$ cat config.mk
export PLATFORM = sky130hd
export DESIGN_NAME = rtc_divider_rate_control
export DESIGN_NICKNAME = d
export VERILOG_FILES = /design/src/verilog/rtc_cfg_pkg.sv /design/src/verilog/rtc_divider_rate_control.sv /design/src/verilog/rtc_index_port.sv /design/src/verilog/rtc_divider_chain.sv
export SDC_FILE = /design/constraint.sdc
export NUM_CORES = 1
export LEC_CHECK = 0
export ABC_AREA = 1
export BUFFER_PORTS_ARGS = -buffer_cell sky130_fd_sc_hd__buf_2
export CORE_ASPECT_RATIO = 1.75
export CORE_MARGIN = 5
export CORE_UTILIZATION = 50
export CTS_CLUSTER_DIAMETER = 80
export DETAILED_ROUTE_END_ITERATION = 16
export PLACE_DENSITY = 0.78
export SKIP_CTS_REPAIR_TIMING = 1
export SYNTH_ARGS = -nofsm -noshare
export SYNTH_HDL_FRONTEND = slang
export SYNTH_HIERARCHICAL = 1
export SYNTH_SLANG_ARGS = --single-unit
$ cat constraint.sdc
create_clock -name i_clk -period 3.3 [get_ports i_clk]
set_input_delay 0.165 -clock i_clk [delete_from_list [all_inputs] [get_ports i_clk]]
set_output_delay 0.165 -clock i_clk [all_outputs]
set_load 0.005 [all_outputs]
$ cat src/verilog/rtc_cfg_pkg.sv
/*
 * constants, types and helper functions for the rtc configuration register
 * block: io port decode, field layout, divider modes and timing figures.
 * assumes a 40 MHz core clock and a 32.768 kHz oscillator tick.
 */
// Notes on behaviour
// RQ1 - update pending flag high near or during update
// RQ2 - flag low means no update for 244 us
// RQ3 - time bytes stable whenever flag reads zero
// RQ4 - divider select field sits in bits 6:4
// RQ5 - select 010 runs, 11x holds divider reset
// RQ6 - test selects bypass 15, 10, 5 stages
// RQ7 - rate select bits 3:0 pick divider tap
// RQ8 - each tap period sets flag, enable gates interrupt
// RQ9 - rate select 0000 gives no periodic events
// RQ10 - software sets rate zero when unused
// RQ11 - rate 0001 3.90625 ms, 0010 7.8125 ms
// RQ12 - rates 0101, 0110, 0111 give 488us to 1.95ms
// RQ13 - rates 1000, 1001, 1010 give 3.9 to 15.6ms
// RQ14 - rate 1111 gives 500 ms period
// RQ15 - no system reset touches this register
// RQ16 - remaining rates follow the doubling progression
// RQ17 - software uses index port then data port
// RQ18 - periodic enable gates periodic interrupt output
package rtc_cfg_pkg;

   // indexed io ports, standard bank and its alias
   localparam logic [7:0] IO_INDEX_ADDR = 8'h70;
   localparam logic [7:0] IO_INDEX_ALIAS = 8'h74;
   localparam logic [7:0] IO_DATA_ADDR = 8'h71;
   localparam logic [7:0] IO_DATA_ALIAS = 8'h75;
   localparam logic [6:0] CFG_A_INDEX = 7'h0a;

   // field layout of rtc_config_a
   localparam int UPF_BIT = 7;
   localparam int DCS_MSB = 6;
   localparam int DCS_LSB = 4;
   localparam int PRS_MSB = 3;
   localparam int PRS_LSB = 0;

   // divider select encodings
   localparam logic [2:0] DCS_NORMAL = 3'h2;
   localparam logic [2:0] DCS_BYPASS15 = 3'h5;
   localparam logic [2:0] DCS_BYPASS10 = 3'h4;
   localparam logic [2:0] DCS_BYPASS5 = 3'h3;
   localparam logic [1:0] DCS_RESET_TOP = 2'h3;
   localparam logic [3:0] PRS_OFF = 4'h0;

   // value taken at battery power-good only
   localparam logic [2:0] DCS_POWERUP = 3'h0;
   localparam logic [3:0] PRS_POWERUP = 4'h0;

   // divider and timing figures
   localparam int DIV_STAGES = 15;
   localparam logic [3:0] BYPASS5_SHIFT = 4'h5;
   localparam logic [3:0] BYPASS10_SHIFT = 4'ha;
   localparam logic [3:0] BYPASS15_SHIFT = 4'hf;
   localparam longint OSC_HZ = 32768;
   localparam longint CLK_HZ = 40_000_000;
   localparam longint NS_PER_S = 1_000_000_000;
   localparam longint UPF_LEAD_NS = 244_000;
   localparam int UPF_LEAD_TICKS = int'((UPF_LEAD_NS * OSC_HZ + NS_PER_S - 1) / NS_PER_S);
   localparam logic [14:0] UPF_START_COUNT = 15'(32768 - UPF_LEAD_TICKS);
   localparam longint UPDATE_BUSY_NS = 1_000;
   localparam int UPDATE_BUSY_CYCLES = int'((UPDATE_BUSY_NS * CLK_HZ + NS_PER_S - 1) / NS_PER_S);
   localparam logic [5:0] UPDATE_BUSY_LOAD = 6'(UPDATE_BUSY_CYCLES);

   typedef enum {DIV_STOP, DIV_RUN, DIV_RESET, DIV_BYP5, DIV_BYP10, DIV_BYP15} div_mode_t;

   typedef struct packed {
      logic wr;
      logic rd;
      logic [7:0] wdata;
   } cfg_access_t;

   typedef struct packed {
      logic [2:0] dcs;
      logic [3:0] prs;
   } cfg_a_t;

   // divider select to mode; 000 and 001 stop the chain
   function automatic div_mode_t decode_div(input logic [2:0] sel);
      div_mode_t m;
      m = DIV_STOP;
      if (sel[2:1] == DCS_RESET_TOP) begin
         m = DIV_RESET;
      end else if (sel == DCS_NORMAL) begin
         m = DIV_RUN;
      end else if (sel == DCS_BYPASS15) begin
         m = DIV_BYP15;
      end else if (sel == DCS_BYPASS10) begin
         m = DIV_BYP10;
      end else if (sel == DCS_BYPASS5) begin
         m = DIV_BYP5;
      end
      return m;
   endfunction : decode_div

   // log2 of the tap period in oscillator ticks, zero when off
   function automatic logic [3:0] rate_exp(input logic [3:0] rs);
      logic [3:0] e;
      e = 4'h0;
      if (rs == 4'h1) begin
         e = 4'h7;
      end else if (rs == 4'h2) begin
         e = 4'h8;
      end else if (rs != PRS_OFF) begin
         e = rs - 4'h1;
      end
      return e;
   endfunction : rate_exp

endpackage : rtc_cfg_pkg

$ cat src/verilog/rtc_divider_rate_control.sv
/*
 * rtc configuration register a: update pending status, divider chain
 * select and periodic rate select, with the update strobe and periodic
 * flag they drive.
 * assumes i_srst is the rtc well power-good reset only; no system reset
 * reaches this block. io strobes are one cycle, synchronous to i_clk.
 */
`timescale 1ns/1ps
module rtc_divider_rate_control
   import rtc_cfg_pkg::*;
(
   input wire logic i_clk,
   input wire logic i_srst,
   input wire logic i_io_wr,
   input wire logic i_io_rd,
   input wire logic [7:0] i_io_addr,
   input wire logic [7:0] i_io_wdata,
   input wire logic i_osc_tick,
   input wire logic i_update_inhibit,
   input wire logic i_periodic_irq_enable,
   input wire logic i_flag_clear,
   output logic [7:0] o_io_rdata,
   output logic o_io_rvalid,
   output logic o_update_pending_flag,
   output logic o_update_strobe,
   output logic o_periodic_event,
   output logic o_periodic_event_flag,
   output logic o_periodic_irq
);

   typedef struct packed {
      cfg_a_t cfg;
      logic upf;
      logic [5:0] busy;
      logic strobe;
      logic pflag;
      logic irq;
      logic pevt;
      logic [7:0] rdata;
      logic rvalid;
   } ctl_state_t;

   ctl_state_t s_q;
   ctl_state_t s_d;
   cfg_access_t acc;
   div_mode_t mode;
   logic [14:0] div_count;
   logic div_wrap;
   logic tap_event;
   logic in_window;

   // index and data port sequence
   rtc_index_port u_port (
      .i_clk(i_clk),
      .i_srst(i_srst),
      .i_io_wr(i_io_wr),
      .i_io_rd(i_io_rd),
      .i_io_addr(i_io_addr),
      .i_io_wdata(i_io_wdata),
      .o_access(acc)
   );

   assign mode = decode_div(s_q.cfg.dcs); // see RQ5

   // oscillator divider and periodic tap
   rtc_divider_chain u_div (
      .i_clk(i_clk),
      .i_srst(i_srst),
      .i_osc_tick(i_osc_tick),
      .i_mode(mode),
      .i_rate_exp(rate_exp(s_q.cfg.prs)), // see RQ11 see RQ12 see RQ13 see RQ14 see RQ16
      .o_count(div_count),
      .o_wrap(div_wrap),
      .o_tap_event(tap_event)
   );

   // last ticks before the one-second carry, also while stopped there;
   // held up through test bypass, where carries come too often to warn ahead
   assign in_window = (mode != DIV_RESET)
      && ((div_count >= UPF_START_COUNT) || (mode == DIV_BYP5) || (mode == DIV_BYP10)
      || (mode == DIV_BYP15));

   // register access, update pending, periodic flag
   always_comb begin
      s_d = s_q;
      s_d.rvalid = 1'b0;
      if (acc.wr) begin
         s_d.cfg.dcs = acc.wdata[DCS_MSB:DCS_LSB]; // see RQ4
         s_d.cfg.prs = acc.wdata[PRS_MSB:PRS_LSB]; // see RQ7
      end
      if (acc.rd) begin
         s_d.rdata = {s_q.upf, s_q.cfg.dcs, s_q.cfg.prs};
         s_d.rvalid = 1'b1;
      end
      if (div_wrap) begin
         s_d.busy = UPDATE_BUSY_LOAD;
      end else if (s_q.busy != 6'h00) begin
         s_d.busy = s_q.busy - 6'h01;
      end
      s_d.upf = in_window || div_wrap || (s_q.busy > 6'h01); // see RQ1 see RQ2
      s_d.strobe = div_wrap && !i_update_inhibit; // see RQ3
      s_d.pevt = tap_event; // see RQ9
      s_d.pflag = tap_event || (s_q.pflag && !i_flag_clear); // see RQ8
      s_d.irq = s_d.pflag && i_periodic_irq_enable; // see RQ18
   end

   // state register; only the rtc well power-good clears it
   always_ff @(posedge i_clk) begin
      if (i_srst) begin
         s_q <= '0;
         s_q.cfg.dcs <= DCS_POWERUP; // see RQ15
         s_q.cfg.prs <= PRS_POWERUP;
      end else begin
         s_q <= s_d;
      end
   end

   assign o_io_rdata = s_q.rdata;
   assign o_io_rvalid = s_q.rvalid;
   assign o_update_pending_flag = s_q.upf;
   assign o_update_strobe = s_q.strobe;
   assign o_periodic_event = s_q.pevt;
   assign o_periodic_event_flag = s_q.pflag;
   assign o_periodic_irq = s_q.irq;

   // helper: oscillator ticks since the flag rose
   logic [15:0] lead_ticks_q;
   always_ff @(posedge i_clk) begin
      if (i_srst || !s_q.upf) begin
         lead_ticks_q <= '0;
      end else if (i_osc_tick && (lead_ticks_q != 16'hffff)) begin
         lead_ticks_q <= lead_ticks_q + 16'h0001;
      end
   end

   // helper: ticks between periodic events under a steady setting
   logic [15:0] gap_q;
   logic gap_ok_q;
   cfg_a_t gap_cfg_q;
   always_ff @(posedge i_clk) begin
      if (i_srst) begin
         gap_q <= '0;
         gap_ok_q <= 1'b0;
         gap_cfg_q <= '0;
      end else if (tap_event) begin
         gap_q <= {15'h0000, i_osc_tick}; // a tick on this edge opens the next gap
         gap_ok_q <= (mode == DIV_RUN);
         gap_cfg_q <= s_q.cfg;
      end else begin
         if (i_osc_tick && (gap_q != 16'hffff)) begin
            gap_q <= gap_q + 16'h0001;
         end
         if ((s_q.cfg != gap_cfg_q) || (mode != DIV_RUN)) begin
            gap_ok_q <= 1'b0;
         end
      end
   end
endmodule : rtc_divider_rate_control

$ cat src/verilog/rtc_index_port.sv
/*
 * index and data port decode for the standard rtc bank: keeps the index
 * and turns data port cycles at index 0ah into access strobes.
 * assumes one-cycle io strobes synchronous to i_clk.
 */
`timescale 1ns/1ps
module rtc_index_port
   import rtc_cfg_pkg::*;
(
   input wire logic i_clk,
   input wire logic i_srst,
   input wire logic i_io_wr,
   input wire logic i_io_rd,
   input wire logic [7:0] i_io_addr,
   input wire logic [7:0] i_io_wdata,
   output cfg_access_t o_access
);

   typedef struct packed {
      logic [6:0] index;
      cfg_access_t acc;
   } port_state_t;

   port_state_t s_q;
   port_state_t s_d;
   logic is_index;
   logic is_data;

   // alias decode of the two standard ports
   assign is_index = (i_io_addr == IO_INDEX_ADDR) || (i_io_addr == IO_INDEX_ALIAS);
   assign is_data = (i_io_addr == IO_DATA_ADDR) || (i_io_addr == IO_DATA_ALIAS);

   // index then data access sequence
   always_comb begin
      s_d = s_q;
      s_d.acc.wr = 1'b0;
      s_d.acc.rd = 1'b0;
      s_d.acc.wdata = i_io_wdata;
      if (i_io_wr && is_index) begin
         s_d.index = i_io_wdata[6:0]; // bit 7 belongs to nmi gating, see RQ17
      end
      if (is_data && (s_q.index == CFG_A_INDEX)) begin
         s_d.acc.wr = i_io_wr; // see RQ17
         s_d.acc.rd = i_io_rd;
      end
   end

   // state register
   always_ff @(posedge i_clk) begin
      if (i_srst) begin
         s_q <= '0;
      end else begin
         s_q <= s_d;
      end
   end

   assign o_access = s_q.acc;

endmodule : rtc_index_port

$ cat src/verilog/rtc_divider_chain.sv
/*
 * 15-stage oscillator divider with test bypass, reset hold and a
 * selectable periodic tap.
 * assumes i_osc_tick is a one-cycle pulse at the oscillator rate.
 */
`timescale 1ns/1ps
module rtc_divider_chain
   import rtc_cfg_pkg::*;
(
   input wire logic i_clk,
   input wire logic i_srst,
   input wire logic i_osc_tick,
   input div_mode_t i_mode,
   input wire logic [3:0] i_rate_exp,
   output logic [14:0] o_count,
   output logic o_wrap,
   output logic o_tap_event
);

   typedef struct packed {
      logic [14:0] cnt;
      logic wrap;
      logic tap;
   } div_state_t;

   div_state_t s_q;
   div_state_t s_d;
   logic [3:0] shift;
   logic [15:0] sum;
   logic [14:0] mask;
   logic [14:0] low_mask;
   logic running;

   // step size per mode, bypass skips the low stages
   always_comb begin
      shift = 4'h0;
      unique case (i_mode)
         DIV_BYP5: shift = BYPASS5_SHIFT; // see RQ6
         DIV_BYP10: shift = BYPASS10_SHIFT;
         DIV_BYP15: shift = BYPASS15_SHIFT;
         DIV_STOP, DIV_RUN, DIV_RESET: shift = 4'h0;
      endcase
   end

   assign running = (i_mode != DIV_STOP) && (i_mode != DIV_RESET);
   assign sum = {1'b0, s_q.cnt} + (16'h0001 << shift);
   // bypassed low stages stand still, so only the stages that count form the tap
   assign low_mask = 15'((16'h0001 << shift) - 16'h0001); // see RQ6
   assign mask = 15'((16'h0001 << i_rate_exp) - 16'h0001) & ~low_mask;

   // count, carry out of the last stage, tap match
   always_comb begin
      s_d = s_q;
      s_d.wrap = 1'b0;
      s_d.tap = 1'b0;
      if (i_mode == DIV_RESET) begin
         s_d.cnt = '0; // see RQ5
      end else if (running && i_osc_tick) begin
         s_d.cnt = sum[14:0];
         s_d.wrap = sum[15];
         s_d.tap = (i_rate_exp != 4'h0) && ((sum[14:0] & mask) == 15'h0000); // see RQ7
      end
   end

   // state register
   always_ff @(posedge i_clk) begin
      if (i_srst) begin
         s_q <= '0;
      end else begin
         s_q <= s_d;
      end
   end

   assign o_count = s_q.cnt;
   assign o_wrap = s_q.wrap;
   assign o_tap_event = s_q.tap;

endmodule : rtc_divider_chain

# After elaboration in Yosys (flattened, before gate mapping)
# Index checks and enable logic that the tools add are counted.
# word_totals
reg_bits	60
out_inout_bits	14
wordCells	97
# op_classes
addsub	5
magnitude_cmp	2
eq_ne	22
shifts	2
muxes	12
bitwise	5
reduce_logical	31
# op_table
operator	n
$eq 32x4->1 const B	2
$eq 32x3->1 const B	1
$eq 8x7->1 const B	4
$logic_not 32->1	1
$reduce_bool 32->1	1
$and 15x15->15	2
$sub 15x1->15 const B	2
$add 15x16->16	1
$pmux 4 s4	1
$shl 1x4->16 const A	1
$eq 3x2->1 const B	5
$ge 15x15->1 const B	1
$logic_not 15->1	1
$not 15->15	1
$shl 1x4->15 const A	1
$eq 3x3->1 const B	4
$mux 3	4
$mux 4	3
$mux 6	2
$logic_and 1x1->1	9
$logic_or 1x1->1	8
$reduce_bool 4->1	2
$eq 7x4->1 const B	1
$gt 6x1->1 const B	1
15 further kinds	20

# Depth between registers and ports, before layout
# logic_depth
word_depth	16
depth_mapped	22
ltp_nobuf	22

# By module
# The synthesis kept the hierarchy.
# by_module_without_submodules
mod	instances	cells_each	area_per_inst_um2	seq_area_each_um2
rtc_divider_chain	1	367	2073.2	340.3
rtc_divider_rate_control	1	156	1219.9	540.5
rtc_index_port	1	98	768.2	340.3

# Least setup slack after synthesis
# Ideal clock, no wire load.
# synth_path
path_kind	reg-to-reg
start	register s_q[26] in the netlist's numbering
end	register u_div.s_q, in the netlist u_div/o_tap_event
arrival_ns	2.499
required_ns	3.234
slack_ns	0.735
path_stages_with_launch	16
path_buffers	0
synth_period_minus_slack_ns	2.565
path_cell_list	dfxtp_1 -> inv_1 -> a21oi_1 -> inv_1 -> o211ai_1 -> nor2_1 -> ha_1 -> fa_1 -> nand3_1 -> nand3_1 -> a21oi_1 -> xor2_1 -> nor2_1 -> nor2_1 -> nand2_1 -> a21oi_2
# synth_between
elab_chain_cells	16
word_cells_on_any_way	33
# synth_rtl
item	line_no	rtl
start, declared	rtc_divider_rate_control.sv:43	ctl_state_t s_q;
$eq 3x2->1	rtc_cfg_pkg.sv:93	end else if (sel == DCS_BYPASS5) begin
$mux 2	rtc_cfg_pkg.sv:93	
$mux 3	rtc_cfg_pkg.sv:91	end else if (sel == DCS_BYPASS10) begin
$mux 3	rtc_cfg_pkg.sv:89	end else if (sel == DCS_BYPASS15) begin
$mux 3	rtc_cfg_pkg.sv:87	end else if (sel == DCS_NORMAL) begin
$mux 3 *	rtc_cfg_pkg.sv:85	if (sel[2:1] == DCS_RESET_TOP) begin
via mode[1]	rtc_divider_rate_control.sv:46	div_mode_t mode;
$logic_not 32->1 (tied with other cells)	rtc_divider_chain.sv:37	unique case (i_mode)
$reduce_or 3->1	rtc_divider_chain.sv:37	
$pmux 4 s4	rtc_divider_chain.sv:37	
$shl 1x4->16	rtc_divider_chain.sv:46	assign sum = {1'b0, s_q.cnt} + (16'h0001 << shift);
$sub 15x1->15	rtc_divider_chain.sv:48	assign low_mask = 15'((16'h0001 << shift) - 16'h0001);
$not 15->15	rtc_divider_chain.sv:49	assign mask = 15'((16'h0001 << i_rate_exp) - 16'h0001) & ~low_mask;
$and 15x15->15	rtc_divider_chain.sv:49	
$and 15x15->15	rtc_divider_chain.sv:61	s_d.tap = (i_rate_exp != 4'h0) && ((sum[14:0] & mask) == 15'h0000);
$logic_not 15->1	rtc_divider_chain.sv:61	
$logic_and 1x1->1	rtc_divider_chain.sv:61	
end signal, assigned	rtc_divider_chain.sv:68	s_q <= '0;
end signal, assigned	rtc_divider_chain.sv:70	s_q <= s_d;
end, declared	rtc_divider_chain.sv:26	div_state_t s_q;
# The timed path passes the listed nets; every way through them passes the cells marked *.
# A chain may end at the register's enable or synchronous reset.

# Worst setup path after layout
# Same ends and word-level chain as after synthesis.

==> reports/metrics.csv <==
metric,value,unit
cts_buffers,9,
tritoncts,done,
count_of_inserted_antenna_diode_cells,0,
initial_utilization,50.9,%
status,"finished, violations left",
drc_errors,0,
slew_of_the_pin_with_the_lowest_slew_margin,0.551,ns
timing_worst_setup_path_type,flop to flop,
dr.pass1.iters,5,
drv_slew,0,
syn_inst,617,
violations,negative hold slack,
rows,43,
cts_max_level,3,
p_seq_share,37.6,%
core,7910,um^2
fin_worst_skew,0.00587,ns
wirelength,9670,um
grt_start_max_net_pins,22,
route.vias.total,3924,
intPower,1.57,mW
clock_latency,0.33,ns
power_leakage,2.32,nW
post-place-ws,0.331,ns
hold_viol,1,
combinationalPowerShare,20.5,%
dieArea,10000,um^2
share_clk_of_total_power,41.8,%
critical-path-max-stage-delay,0.45,ns
post_synth.cell_area_avg,6.53,um^2
worst_path_max_delay_cell,fa_1,
die_h,129,um
via_count_of_the_first_global_routing_pass,3905,
yosysWarningCount,6,
track_usage,20.3,%
final_antenna_net_count,0,
cts.sinks,60,
timing.final.crit_share,91.2,%
power_switching_share,29.2,%
layout-drive-gt1-share,12.6,%
gp_routability_congestion,0.907,
worst_hold_slack,-0.00982,ns
max-slew-margin-rel,63.1,%
maxCapViolCount,0,
power_density,488,nW/um^2
routedWlPerCell,12.6,um
setup_viol,0,
place.detailed.hpwl,7740,um
critical_path.max_fanout,5,
worst_slack,0.290,ns
fin_tns_setup,0,ns
clock_path_buffers,2,
first_pass_grt_wire_length,16200,um
detail_route.iter0.violations,214,
clock_tree_root,clkbuf_16,
worstSetupEndpointType,flop,
switching_power,0.647,mW
critPathRequiredTime,3.57,ns
fmax,332,MHz
place.port_buffers,35,
path_common_cell,nor2_1,
finalNetCount,720,
pin_count,38,
avgViaCountPerCell,5.10,
worstSetupStartpointType,flop,
synthToLayoutAreaGrowth,13.0,%
die-width,77.8,um
worstPathCellList,inv_1 > a21oi_1 > inv_1 > o211ai_1 > nor2_1 > ha_1 > fa_1 > nand3_1 > nand3_1 > a21oi_1 > xor2_1 > nor2_1 > nor2_1 > nand2_1 > a21oi_2,
hold_path.class,primary input to flop,
grt_setup_unrepaired,no,
final_period_minus_worst_setup_slack,3.01,ns
grt-ovfl-total,0,
cp_data_arrival_time,3.28,ns
power.ir.vdd_worst,0.000460,V
worst_setup_hold_path_clk_slew,0.05,ns
synth_area,4030,um^2
number_of_antenna_violations_at_the_first_check_in_global_routing,0,
## state kept, by name, summed over array words and instances, names as in the netlist
register	count
u_div/o_count	15
o_update_strobe	1
u_div/o_wrap	1
s_q	13
o_periodic_event_flag	1
o_periodic_irq	1
o_periodic_event	1
u_port/s_q	7
o_io_rvalid	1
o_io_rdata	8
o_update_pending_flag	1
u_port/o_access	9
u_div/o_tap_event	1
## metrics by stage
stage	power (mW)	hold slack, ns	util, %	instances	area (um^2)
6_report	2.22	-0.00982	57.5	770	4550
5_1_grt	2.33	0.00361	57.5	770	4550
3_3_place_gp	1.28	0.330	53.8	756	4260
4_1_cts	2.23	-0.0165	57.5	770	4550
2_1_floorplan	1.21	0.244	-	658	4180
3_5_place_dp	1.30	0.336	53.8	756	4260
## cells in the final DEF, fill, tap and decap left out, drive strengths merged, types with 2 or more instances in the layout
cell type,instances
xnor2,2
a21oi,56
inv,86
ha,18
nand4,11
nor2,88
conb,43
nand2,148
dfxtp,60
xor2,6
clkbuf,12
nand3,55
a31oi,2
o21ai,33
clkinv,4
nand3b,6
nor3,5
and2,2
buf,36
## path summary, 6_finish.rpt
path	startpoint	endpoint	slack [ns]	cells after the start
worst max register to register	s_q[26]$_SDFFE_PP0P_	u_div/o_tap_event$_SDFF_PP0_	0.29	15
worst max-delay path	s_q[26]$_SDFFE_PP0P_	u_div/o_tap_event$_SDFF_PP0_	0.29	15
worst min-delay path	i_update_inhibit	o_update_strobe$_SDFF_PP0_	-0.01	2
worst min register to register	u_div/o_tap_event$_SDFF_PP0_	o_periodic_event$_SDFF_PP0_	0.45	2
## power by group through the flow
stage / Sequential, mW / Clock (mW) / Combinational, mW
3_3_place_gp: 0.846 / 0 / 0.430
4_1_cts: 0.835 / 0.942 / 0.449
3_5_place_dp: 0.848 / 0 / 0.447
5_1_grt: 0.841 / 0.968 / 0.521
2_1_floorplan: 0.836 / 0 / 0.369
6_report: 0.835 / 0.929 / 0.456
## critical path: cells and delay by family (launching register included)
kind | cells | cell delay (ns)
adders and majority gates | 2 | 0.70
and+or+nand+nor | 6 | 0.68
DFF | 1 | 0.34
AOI/OAI and AO/OA | 4 | 0.79
buffers and inverters | 2 | 0.19
xor gates and xnor gates | 1 | 0.23
## metal layers
layer	track usage [%]	vias to the layer above	routed length [um]
met2	38.6	120	5290
met5	0	-	0
met4	15.6	0	605
met1	17.6	1729	3350
li1	-	2030	-
met3	4.76	45	422
## area by class of cell
type,count,area [um^2]
Fill cell,771,3360
Clock inverter,2,35.0
Timing Repair Buffer,36,183
Tap cell,90,113
Inverter,89,337
Multi-Input combinational cell,481,2420
Clock buffer,12,256
Sequential cell,60,1200
(Power assumes the default switching activity.)
